===== config.mk =====
export PLATFORM = sky130hd
export DESIGN_NAME = voc_ctl
export DESIGN_NICKNAME = d
export VERILOG_FILES = /design/src/voc_pkg.sv /design/src/voc_sync2.sv /design/src/voc_edge.sv /design/src/voc_ctl.sv
export SDC_FILE = /design/constraint.sdc
export NUM_CORES = 1
export LEC_CHECK = 0
export ABC_AREA = 1
export BUFFER_PORTS_ARGS = -buffer_cell sky130_fd_sc_hd__buf_2
export CAP_MARGIN = 20
export CORE_UTILIZATION = 25
export DETAILED_ROUTE_END_ITERATION = 6
export PLACE_DENSITY_LB_ADDON = 0.12
export SLEW_MARGIN = 20
export SYNTH_ARGS = -nofsm -noshare
export SYNTH_HDL_FRONTEND = slang
export SYNTH_HIERARCHICAL = 1
export SYNTH_SLANG_ARGS = --single-unit

===== constraint.sdc =====
create_clock -name sys_clk -period 1.5 [get_ports sys_clk]
set_clock_uncertainty 0.15 [all_clocks]
set_input_delay 0.15 -clock sys_clk [delete_from_list [all_inputs] [get_ports sys_clk]]
set_output_delay 0.15 -clock sys_clk [all_outputs]
set_load 0.02 [all_outputs]

===== src/voc_pkg.sv =====
package voc_pkg;
	// register byte offsets
	localparam logic [11:0] CTL_OFS    = 12'h000;
	localparam logic [11:0] STATUS_OFS = 12'h004;
	localparam logic [11:0] MASK_OFS   = 12'h008;

	// control register fields
	localparam int RESET_BIT   = 0;
	localparam int ENABLE_BIT  = 1;
	localparam int LTL_BIT     = 2;
	localparam int MODE_LSB    = 3;
	localparam int ACK1_BIT    = 8;
	localparam int ACK2_BIT    = 9;
	localparam int HBLANK_ERROR_ACK_BIT = 10;
	localparam int URN_ACK_BIT = 11;
	localparam int THR_ACK_BIT = 12;
	localparam int IEN_LSB     = 16;
	localparam int FLG_LSB     = 24;
	localparam int NFLAG       = 5;

	// flag positions inside the five-bit flag vector
	localparam int F_BUF1 = 0;
	localparam int F_BUF2 = 1;
	localparam int F_HBE  = 2;
	localparam int F_UNDERRUN_FLAG = 3;
	localparam int F_THR  = 4;

	// operating modes
	typedef enum logic [1:0] {
		VOC_MODE_REFRESH = 2'h0,
		VOC_MODE_STREAM  = 2'h1,
		VOC_MODE_MESSAGE = 2'h2
	} voc_mode_t;

	localparam logic [31:0] CTL_RESET_VAL = 32'h0000_0001;
	localparam logic [31:0] ZERO_WORD     = 32'h0000_0000;
	localparam logic [1:0]  OB_FIRST      = 2'h1;
	localparam logic [1:0]  OB_SECOND     = 2'h2;
endpackage


===== src/voc_sync2.sv =====
`timescale 1ns/1ns
// two-stage synchroniser for a bundle of pin levels
module voc_sync2 #(
	parameter int W = 4
) (
	input  wire logic         sys_clk, // clock
	input  wire logic         rst,     // sync reset
	input  wire logic         ce,      // clock enable
	input  wire logic [W-1:0] d,       // async levels
	output logic      [W-1:0] q        // synchronised levels
);
	typedef struct packed {
		logic [W-1:0] s1;
		logic [W-1:0] s2;
	} voc_sync_t;
	voc_sync_t st_r;
	voc_sync_t st_nxt;

	// first stage read only by the second stage
	always_comb begin
		st_nxt = st_r;
		if (ce) begin
			st_nxt.s1 = d;
			st_nxt.s2 = st_r.s1;
		end
	end

	always_ff @(posedge sys_clk) begin
		if (rst) begin
			st_r <= '0;
		end else begin
			st_r <= st_nxt;
		end
	end

	assign q = st_r.s2;
endmodule


===== src/voc_edge.sv =====
`timescale 1ns/1ns
// rising-edge pulse detector for synchronised levels
module voc_edge #(
	parameter int W = 4
) (
	input  wire logic         sys_clk, // clock
	input  wire logic         rst,     // sync reset
	input  wire logic         ce,      // clock enable
	input  wire logic [W-1:0] lvl,     // synchronised level
	output logic      [W-1:0] rise     // one-cycle pulse
);
	typedef struct packed {
		logic [W-1:0] prev;
	} voc_edge_t;
	voc_edge_t st_r;
	voc_edge_t st_nxt;

	// remember last level so a held level fires once
	always_comb begin
		st_nxt = st_r;
		if (ce) begin
			st_nxt.prev = lvl;
		end
	end

	always_ff @(posedge sys_clk) begin
		if (rst) begin
			st_r <= '0;
		end else begin
			st_r <= st_nxt;
		end
	end

	assign rise = lvl & ~st_r.prev & {W{ce}};
endmodule


===== src/voc_ctl.sv =====
`timescale 1ns/1ns
// Function
// (RULE_01) A one written to threshold_ack clears the threshold flag and its interrupt.
// (RULE_02) A threshold not acknowledged by next field's active start sets underrun.
// (RULE_03) After a missed acknowledge transfer goes on with the old pointers.
// (RULE_04) Each flag interrupts only while set and its enable bit is one.
// (RULE_05) In message mode software keeps buffer-2, underrun, threshold enables zero.
// (RULE_06) little_endian_select swaps only overlay packed data in refresh modes.
// (RULE_07) Software never sets output_enable in the write that sets reset.
// (RULE_08) Software starts the engine by reset, then release, then enable writes.
// (RULE_09) In refresh modes enabling output starts at the first image pixel.
// (RULE_10) In stream and message modes enabling output starts at buffer one.
// (RULE_11) In refresh and stream modes only software clears output_enable.
// (RULE_12) In message mode hardware clears output_enable when buffer one empties.
// (RULE_13) Disabled refresh output stops reads but framing and buffer flags run.
// (RULE_14) Disabled refresh output sends undefined data; reset halts it fully.
// (RULE_15) Enabling output acks both buffers in stream, buffer one in message mode.
// (RULE_16) A one written to hblank or underrun ack clears that flag and interrupt.
// (RULE_17) Flags stay set until acknowledged or reset; ack bits read as zero.
module voc_ctl (
	input  wire logic        sys_clk,       // 125 MHz clock
	input  wire logic        rst,           // sync reset, high
	input  wire logic        ce,            // clock enable
	input  wire logic        psel,          // apb select
	input  wire logic        penable,       // apb access phase
	input  wire logic        pwrite,        // apb direction
	input  wire logic [11:0] paddr,         // apb byte address
	input  wire logic [31:0] pwdata,        // apb write data
	input  wire logic        ev_thr,        // threshold line reached
	input  wire logic        ev_active,     // active area of field starts
	input  wire logic        ev_buf1_done,  // buffer one drained
	input  wire logic        ev_buf2_done,  // buffer two drained
	input  wire logic        ev_hbe,        // hblank error seen
	input  wire logic        fetch_ready,   // memory fetch accepted
	input  wire logic [31:0] ovl_raw,       // overlay word from memory
	output logic      [31:0] prdata,        // apb read data
	output logic             pready,        // apb ready
	output logic             pslverr,       // apb error
	output logic             irq,           // level interrupt
	output logic             engine_reset,  // engine held in reset
	output logic             fetch_en,      // memory reads allowed
	output logic             start_pulse,   // restart from first pixel/byte
	output logic      [1:0]  buf_eligible,  // buffers cleared to send
	output logic             load_new_ptr,  // new pointers taken at field
	output logic      [31:0] ovl_word       // overlay word, host order
);
	typedef struct packed {
		logic        reset;
		logic        enable;
		logic        ltl;
		voc_pkg::voc_mode_t mode;
		logic [4:0]  ien;
		logic [4:0]  flg;
		logic [4:0]  msk;
		logic        ptr_ok;
		logic [31:0] prdata;
		logic        pready;
		logic        pslverr;
		logic        irq;
		logic        fetch_en;
		logic        start;
		logic [1:0]  elig;
		logic        load_ptr;
		logic [31:0] ovl;
	} voc_st_t;
	voc_st_t st_r;
	voc_st_t st_nxt;

	// pin-level events pass two flops, then an edge detector
	logic [4:0] ev_sync;
	logic [4:0] ev_rise;
	logic       fetch_ok;

	voc_sync2 #(.W(6)) u_sync (
		.sys_clk (sys_clk),
		.rst     (rst),
		.ce      (ce),
		.d       ({fetch_ready, ev_hbe, ev_buf2_done, ev_buf1_done,
		           ev_active, ev_thr}),
		.q       ({fetch_ok, ev_sync})
	);

	voc_edge #(.W(5)) u_edge (
		.sys_clk (sys_clk),
		.rst     (rst),
		.ce      (ce),
		.lvl     (ev_sync),
		.rise    (ev_rise)
	);

	////////////////////////////////////////////////////////////////////////
	logic        wr_acc;
	logic        rd_acc;
	logic        hit;
	logic [31:0] ctl_view;
	logic        refresh;

	assign wr_acc = psel & penable & pwrite & ~st_r.pready;
	assign rd_acc = psel & penable & ~pwrite & ~st_r.pready;
	assign hit = (paddr == voc_pkg::CTL_OFS) | (paddr == voc_pkg::STATUS_OFS)
		| (paddr == voc_pkg::MASK_OFS);
	assign refresh = (st_r.mode == voc_pkg::VOC_MODE_REFRESH);

	// ack bits read as zero, flags shown in upper byte
	always_comb begin
		ctl_view = voc_pkg::ZERO_WORD;
		ctl_view[voc_pkg::RESET_BIT] = st_r.reset;
		ctl_view[voc_pkg::ENABLE_BIT] = st_r.enable;
		ctl_view[voc_pkg::LTL_BIT] = st_r.ltl;
		ctl_view[voc_pkg::MODE_LSB +: 2] = st_r.mode;
		ctl_view[voc_pkg::IEN_LSB +: voc_pkg::NFLAG] = st_r.ien;
		ctl_view[voc_pkg::FLG_LSB +: voc_pkg::NFLAG] = st_r.flg; // RULE_17
	end

	////////////////////////////////////////////////////////////////////////
	logic [4:0] set_v;
	logic [4:0] clr_v;
	logic       en_rise;
	logic       thr_miss;

	// a missed ack at active start raises underrun, pointers kept
	assign thr_miss = ev_rise[1] & st_r.flg[voc_pkg::F_THR]; // RULE_02

	always_comb begin
		st_nxt = st_r;
		set_v = '0;
		clr_v = '0;
		en_rise = 1'b0;
		if (ce) begin
			st_nxt.pready = wr_acc | rd_acc;
			st_nxt.pslverr = (wr_acc | rd_acc) & ~hit;
			st_nxt.start = 1'b0;
			st_nxt.load_ptr = 1'b0;
			if (rd_acc) begin
				case (paddr)
				voc_pkg::CTL_OFS:    st_nxt.prdata = ctl_view;
				voc_pkg::STATUS_OFS: st_nxt.prdata = {27'h000_0000, st_r.flg};
				voc_pkg::MASK_OFS:   st_nxt.prdata = {27'h000_0000, st_r.msk};
				default:             st_nxt.prdata = voc_pkg::ZERO_WORD;
				endcase
			end
			// event sources
			set_v[voc_pkg::F_BUF1] = ev_rise[2];
			set_v[voc_pkg::F_BUF2] = ev_rise[3];
			set_v[voc_pkg::F_HBE] = ev_rise[4];
			set_v[voc_pkg::F_UNDERRUN_FLAG] = thr_miss; // RULE_02
			set_v[voc_pkg::F_THR] = ev_rise[0];
			if (wr_acc && paddr == voc_pkg::CTL_OFS) begin
				st_nxt.reset = pwdata[voc_pkg::RESET_BIT];
				st_nxt.ltl = pwdata[voc_pkg::LTL_BIT];
				st_nxt.mode = voc_pkg::voc_mode_t'(pwdata[voc_pkg::MODE_LSB +: 2]);
				st_nxt.ien = pwdata[voc_pkg::IEN_LSB +: voc_pkg::NFLAG];
				st_nxt.enable = pwdata[voc_pkg::ENABLE_BIT]; // RULE_11
				en_rise = pwdata[voc_pkg::ENABLE_BIT] & ~st_r.enable;
				clr_v[voc_pkg::F_BUF1] = pwdata[voc_pkg::ACK1_BIT];
				clr_v[voc_pkg::F_BUF2] = pwdata[voc_pkg::ACK2_BIT];
				clr_v[voc_pkg::F_HBE] = pwdata[voc_pkg::HBLANK_ERROR_ACK_BIT]; // RULE_16
				clr_v[voc_pkg::F_UNDERRUN_FLAG] = pwdata[voc_pkg::URN_ACK_BIT]; // RULE_16
				clr_v[voc_pkg::F_THR] = pwdata[voc_pkg::THR_ACK_BIT]; // RULE_01
				// enable acks buffers per mode
				if (en_rise && st_nxt.mode == voc_pkg::VOC_MODE_STREAM) begin
					clr_v[voc_pkg::F_BUF1] = 1'b1; // RULE_15
					clr_v[voc_pkg::F_BUF2] = 1'b1; // RULE_15
				end else if (en_rise
					&& st_nxt.mode == voc_pkg::VOC_MODE_MESSAGE) begin
					clr_v[voc_pkg::F_BUF1] = 1'b1; // RULE_15
				end
				if (pwdata[voc_pkg::THR_ACK_BIT]) begin
					st_nxt.ptr_ok = 1'b1;
				end
			end
			if (wr_acc && paddr == voc_pkg::STATUS_OFS) begin
				clr_v = pwdata[voc_pkg::NFLAG-1:0];
			end
			if (wr_acc && paddr == voc_pkg::MASK_OFS) begin
				st_nxt.msk = pwdata[voc_pkg::NFLAG-1:0];
			end
			// set wins over clear; engine reset wipes flags
			st_nxt.flg = (st_r.flg & ~clr_v) | set_v; // RULE_17
			if (st_nxt.reset) begin
				st_nxt.flg = '0;
				st_nxt.enable = 1'b0;
			end
			// message end: hw drops enable with buffer one empty
			if (set_v[voc_pkg::F_BUF1]
				&& st_nxt.mode == voc_pkg::VOC_MODE_MESSAGE) begin
				st_nxt.enable = 1'b0; // RULE_12
			end
			// restart on enable rise, first pixel or first byte
			st_nxt.start = en_rise & ~st_nxt.reset; // RULE_09 RULE_10
			if (st_nxt.start) begin
				st_nxt.elig = (st_nxt.mode == voc_pkg::VOC_MODE_STREAM)
					? (voc_pkg::OB_FIRST | voc_pkg::OB_SECOND)
					: voc_pkg::OB_FIRST;
			end else begin
				st_nxt.elig = st_r.elig & ~set_v[1:0];
			end
			if (clr_v[voc_pkg::F_BUF1]) st_nxt.elig[0] = ~set_v[0];
			if (clr_v[voc_pkg::F_BUF2]) st_nxt.elig[1] = ~set_v[1];
			// new pointers only if acked; else old ones kept
			if (ev_rise[1]) begin
				// a fresh threshold left unacked keeps the old pointers
				st_nxt.load_ptr = st_r.ptr_ok & ~thr_miss; // RULE_03
				st_nxt.ptr_ok = 1'b0;
			end
			// reads stop when disabled; not gated by the answer, else deadlock
			st_nxt.fetch_en = st_nxt.enable & ~st_nxt.reset; // RULE_13 RULE_14
			// byte swap only for refresh overlay; word held while unanswered
			if (fetch_ok) begin
				st_nxt.ovl = (st_r.ltl && refresh) ? {ovl_raw[7:0],
					ovl_raw[15:8], ovl_raw[23:16], ovl_raw[31:24]}
					: ovl_raw; // RULE_06
			end
			st_nxt.irq = |(st_nxt.flg & st_r.ien & ~st_nxt.msk); // RULE_04
		end
	end

	always_ff @(posedge sys_clk) begin
		if (rst) begin
			st_r <= '0;
			st_r.reset <= 1'b1;
		end else begin
			st_r <= st_nxt;
		end
	end

	assign prdata = st_r.prdata;
	assign pready = st_r.pready;
	assign pslverr = st_r.pslverr;
	assign irq = st_r.irq;
	assign engine_reset = st_r.reset;
	assign fetch_en = st_r.fetch_en;
	assign start_pulse = st_r.start;
	assign buf_eligible = st_r.elig;
	assign load_new_ptr = st_r.load_ptr;
	assign ovl_word = st_r.ovl;

	////////////////////////////////////////////////////////////////////////
	chk_thr_ack_clear: assert property (@(posedge sys_clk) disable iff (rst)
		ce && wr_acc && paddr == voc_pkg::CTL_OFS
		&& pwdata[voc_pkg::THR_ACK_BIT] && !set_v[voc_pkg::F_THR]
		|=> !st_r.flg[voc_pkg::F_THR]) // RULE_01
		else $error("threshold flag not cleared by ack");
	chk_underrun_flag_on_miss: assert property (@(posedge sys_clk) disable iff (rst)
		ce && thr_miss && !st_nxt.reset |=> st_r.flg[voc_pkg::F_UNDERRUN_FLAG]) // RULE_02
		else $error("missed ack did not raise underrun");
	chk_irq_gate: assert property (@(posedge sys_clk) disable iff (rst)
		ce |=> irq == |(st_r.flg & $past(st_r.ien) & ~st_r.msk)) // RULE_04
		else $error("irq does not follow flags and enables");
	chk_msg_enable_drop: assert property (@(posedge sys_clk) disable iff (rst)
		ce && set_v[voc_pkg::F_BUF1]
		&& st_nxt.mode == voc_pkg::VOC_MODE_MESSAGE |=> !st_r.enable) // RULE_12
		else $error("message end did not drop enable");
	chk_enable_hold: assert property (@(posedge sys_clk) disable iff (rst)
		ce && st_r.enable && !wr_acc && !st_r.reset
		&& st_r.mode != voc_pkg::VOC_MODE_MESSAGE |=> st_r.enable) // RULE_11
		else $error("hardware cleared enable");
	chk_start_pulse: assert property (@(posedge sys_clk) disable iff (rst)
		ce && en_rise && !st_nxt.reset |=> start_pulse ##1 !start_pulse) // RULE_09
		else $error("start pulse wrong");
	chk_fetch_stop: assert property (@(posedge sys_clk) disable iff (rst)
		!st_r.enable |-> !fetch_en) // RULE_13
		else $error("fetch while disabled");
	chk_flag_sticky: assert property (@(posedge sys_clk) disable iff (rst)
		ce && st_r.flg[voc_pkg::F_HBE] && !clr_v[voc_pkg::F_HBE]
		&& !st_nxt.reset |=> st_r.flg[voc_pkg::F_HBE]) // RULE_17
		else $error("hblank flag dropped");
	chk_hblank_error_ack: assert property (@(posedge sys_clk) disable iff (rst)
		ce && clr_v[voc_pkg::F_HBE] && !set_v[voc_pkg::F_HBE]
		|=> !st_r.flg[voc_pkg::F_HBE]) // RULE_16
		else $error("hblank ack ignored");
	chk_stream_ack: assert property (@(posedge sys_clk) disable iff (rst)
		ce && st_nxt.start && st_nxt.mode == voc_pkg::VOC_MODE_STREAM
		&& set_v[1:0] == 2'h0 |=> buf_eligible == 2'h3) // RULE_15
		else $error("stream enable did not ack both buffers");
	chk_swap: assert property (@(posedge sys_clk) disable iff (rst)
		ce && fetch_ok && !(st_r.ltl && refresh)
		|=> ovl_word == $past(ovl_raw)) // RULE_06
		else $error("overlay swapped outside refresh");
endmodule


==> summary.txt <==
Run status
  • Status: finished, violations left
  • Failing checks: setup timing

Floorplanning
  • Starting density of the core: 0.2544
  • Die ar.: 0.02030 mm2
  • Core area: 0.01940 mm2
  • Die Span Y: 142.5 um
  • I/O pin cnt: 161
  • Die W: 142.5 um
  • FP Rows: 51

Synthesis
  • Synth Register Bits: 93
  • Synth top area share: 0.3773
  • Asr flop ratio synth: 0
  • Synth area leaders: dfxtp_1, nand2_1, buf_4, inv_1, o211ai_1
  • Cell variety after synth: 33
  • Top cells by count, synth: nand2_1, dfxtp_1, inv_1, buf_4, nor2_1
  • Cells after synthesis: 700
  • Top-count cell post-synth: nand2_1
  • Dominant cell type by area after synthesis: dfxtp_1
  • Post-synth EDFFs: 0
  • Most used DFF post-synth: dfxtp_1
  • Register area share after synthesis: 0.3773
  • Syn Std Cell Area: 0.004935 mm2
  • Avg Synthesized Cell Area: 7.050 um2
  • Yosys warns: 6

STA
  • Final WS setup: -202.9 ps
  • Final Hold Violating Endpoints: 0
  • Period utilization: 1.135
  • Max Slew Vio Count: 0
  • Unrepaired setup endpoints after global routing: yes
  • Post-layout min period: 1703 ps
  • Setup Viol. Count Final: 25
  • Fmax: 587.2 MHz

Setup path
  • Slowest stage delay, CP: 340 ps
  • CP Launch Type: register
  • Crit path cell chain: inv_2, nand2_2, nor2_4, buf_4, nand4_1, o21ai_1, nand2_1, nand3_1, nand3_1, nor2_1, nor2_1
  • Critical path required time: 1600 ps
  • Critical Path AT: 1800 ps
  • CP Capture Type: register
  • Critical R2R Launch: pready$_SDFFE_PP0P_
  • Flop2flop setup slack: -200 ps
  • CP max FO: 6
  • R2r endpoint: irq$_SDFFE_PP0P_
  • Slowest-stage cell, CP: dfxtp_4
  • Cells on worst reg2reg path: 11
  • Worst setup path class: register to register

Worst hold path
  • Hold path depth: 4
  • HP Class: input port to register
  • Min-Delay Endpoint: buf_eligible[0]$_SDFFE_PP0P_
  • Hold Startpoint: pwdata[8]

Finish
  • Layout cell share with drive strength beyond 1: 0.3439
  • Final core area utilization: 0.3591
  • Area growth from synthesis to layout: 41.18%
  • Layout Nets: 935
  • N_diodes: 0
  • Finished Layout Cells: 1117

Clock tree
  • Clk slew on worst S/H paths: 70 ps
  • CTS Root Cell: clkbuf_16
  • Skew-Pair Late Insertion Delay: 350 ps
  • CTS Sinks: 93
  • H-Tree Depth: 3
  • Clk buf depth: 2
  • CTS Buf Count: 9
  • TritonCTS clock tree: yes

Placement
  • Port Buf Inserts: 126
  • Placed cell count: 1048
  • Pre-CTS setup slack: -249.7 ps
  • RePlAce Congestion: 0.8683
  • DPL Wire Length: 10.27 mm

Power and ir drop
  • Lkg Pwr: 0.003298 uW
  • Maximum vdd drop: 0.0005528 V
  • Pwr/cell area: 868.6 mW/mm2

Detailed routing
  • DR vias/cell: 4.317
  • Number of DRC markers in iteration 0: 237
  • Drt pass-1 iters: 4
  • DRT antenna net count: 0
  • Avg WL per Cell: 13.45 um
  • Via count: 4822
  • DRC: 0
  • Routed WL: 15.02 mm

Global routing
  • Gr ovfl total: 0
  • Vias in the first global route: 4476
  • Initial antenna violation count: 0
  • First-pass GRT wire length: 22.43 mm
  • Overall track demand over capacity in global routing: 0.1435
  • Largest net degree at the start of global routing: 48

Job
  • Maximum capacitance violations: 0
per-stage QoR:
step	TNS [ps]	hold slack [ps]	area (um2)	total power [uW]
floorplan	-113.5	69.07	5005	3169
detailed placement	-4019	290.6	5694	3380
global route	-5871	18.39	6967	6346
CTS	-1025	6.342	6486	6073
finish	-1421	15.24	6967	6051
global placement	-3601	282.4	5694	3376
cells by family (layout without fill, tap and decap cells):
| logic type | Yosys count | count (layout) | share of synthesized area |
|---|---|---|---|
| and+or+nand+nor | 301 | 302 | 0.2718 |
| buffers and inverters | 191 | 326 | 0.2084 |
| AOI/OAI and AO/OA | 114 | 114 | 0.1417 |
| DFF | 93 | 93 | 0.3773 |
| other | 1 | 17 | 0.0007599 |
how the worst max path moves through the flow:
stage               depth (start not counted)                            to                 from
floorplan                                  11              irq$_SDFFE_PP0P_  pready$_SDFFE_PP0P_
detailed placement                         10  buf_eligible[0]$_SDFFE_PP0P_            paddr[11]
global placement                           10  buf_eligible[0]$_SDFFE_PP0P_            paddr[11]
finish                                     11              irq$_SDFFE_PP0P_  pready$_SDFFE_PP0P_
CTS                                        11              irq$_SDFFE_PP0P_  pready$_SDFFE_PP0P_
global route                               11              irq$_SDFFE_PP0P_  pready$_SDFFE_PP0P_
what timing repair did:
| item | in CTS | in global routing |
|---|---|---|
| hold buffers | 43 | 0 |
| hold endpoints to repair | 45 | 0 |
| setup endpoints to repair | 30 | 60 |
| cloned | 0 | 5 |
| buffers inserted | 1 | 4 |
| resized for setup | 11 | 90 |
| pin swaps | 3 | 5 |
worst max-delay path: cells and delay by family, from the launching register on:
kind	cells	cell delay (ps)
simple gates	8	740
flops	1	340
buf+inv	2	220
compound gates	1	130
state kept, by name, summed over array words and instances, names as in the netlist:
name and count:
irq 1, load_new_ptr 1, u_sync/q 6, prdata 15, u_sync/st_r 6, engine_reset 1
pslverr 1, pready 1, buf_eligible 2, st_r 6, u_edge/st_r 5, ovl_word 32
ctl_view 14, fetch_en 1, start_pulse 1
per-layer routing:
metal	routed length, um	global-route usage	vias to the layer above
met1	6663	0.1741	2215
met4	304	0.05716	0
met5	0	0	-
met3	706	0.03600	21
li1	-	-	2463
met2	7349	0.2417	123
layout by cell type (no fill, tap or decap), drive strengths merged:
| cell | instances |
|---|---|
| a211oi | 2 |
| a31oi | 1 |
| buf | 176 |
| inv | 87 |
| clkinv | 4 |
| nor2 | 71 |
| nand4 | 13 |
| clkbuf | 13 |
| conb | 17 |
| bufinv | 2 |
| o22ai | 1 |
| nand2 | 166 |
| o21ai | 29 |
| dlygate4sd3 | 43 |
| nand3 | 49 |
| nor3 | 3 |
| clkinvlp | 1 |
| dfxtp | 93 |
| a22oi | 10 |
| o211ai | 34 |
| o221ai | 2 |
| a21oi | 35 |
power breakdown:
part | total (uW) | leakage [uW] | switching [uW] | internal, uW
Sequential | 2620 | 0.000759 | 58.4 | 2560
Clock | 2560 | 0.000158 | 1060 | 1510
Combinational | 872 | 0.00238 | 492 | 379
cell type report:
type | count | area [um2]
fill | 2132 | 12430
multi-input combinational | 433 | 2486
clock buffer | 10 | 239.0
inverter | 88 | 342.8
tap | 265 | 331.6
clock inverter | 6 | 86.33
sequential | 93 | 1867
timing repair buffer | 222 | 1614
No activity file was read; power rests on OpenSTA's default activity.
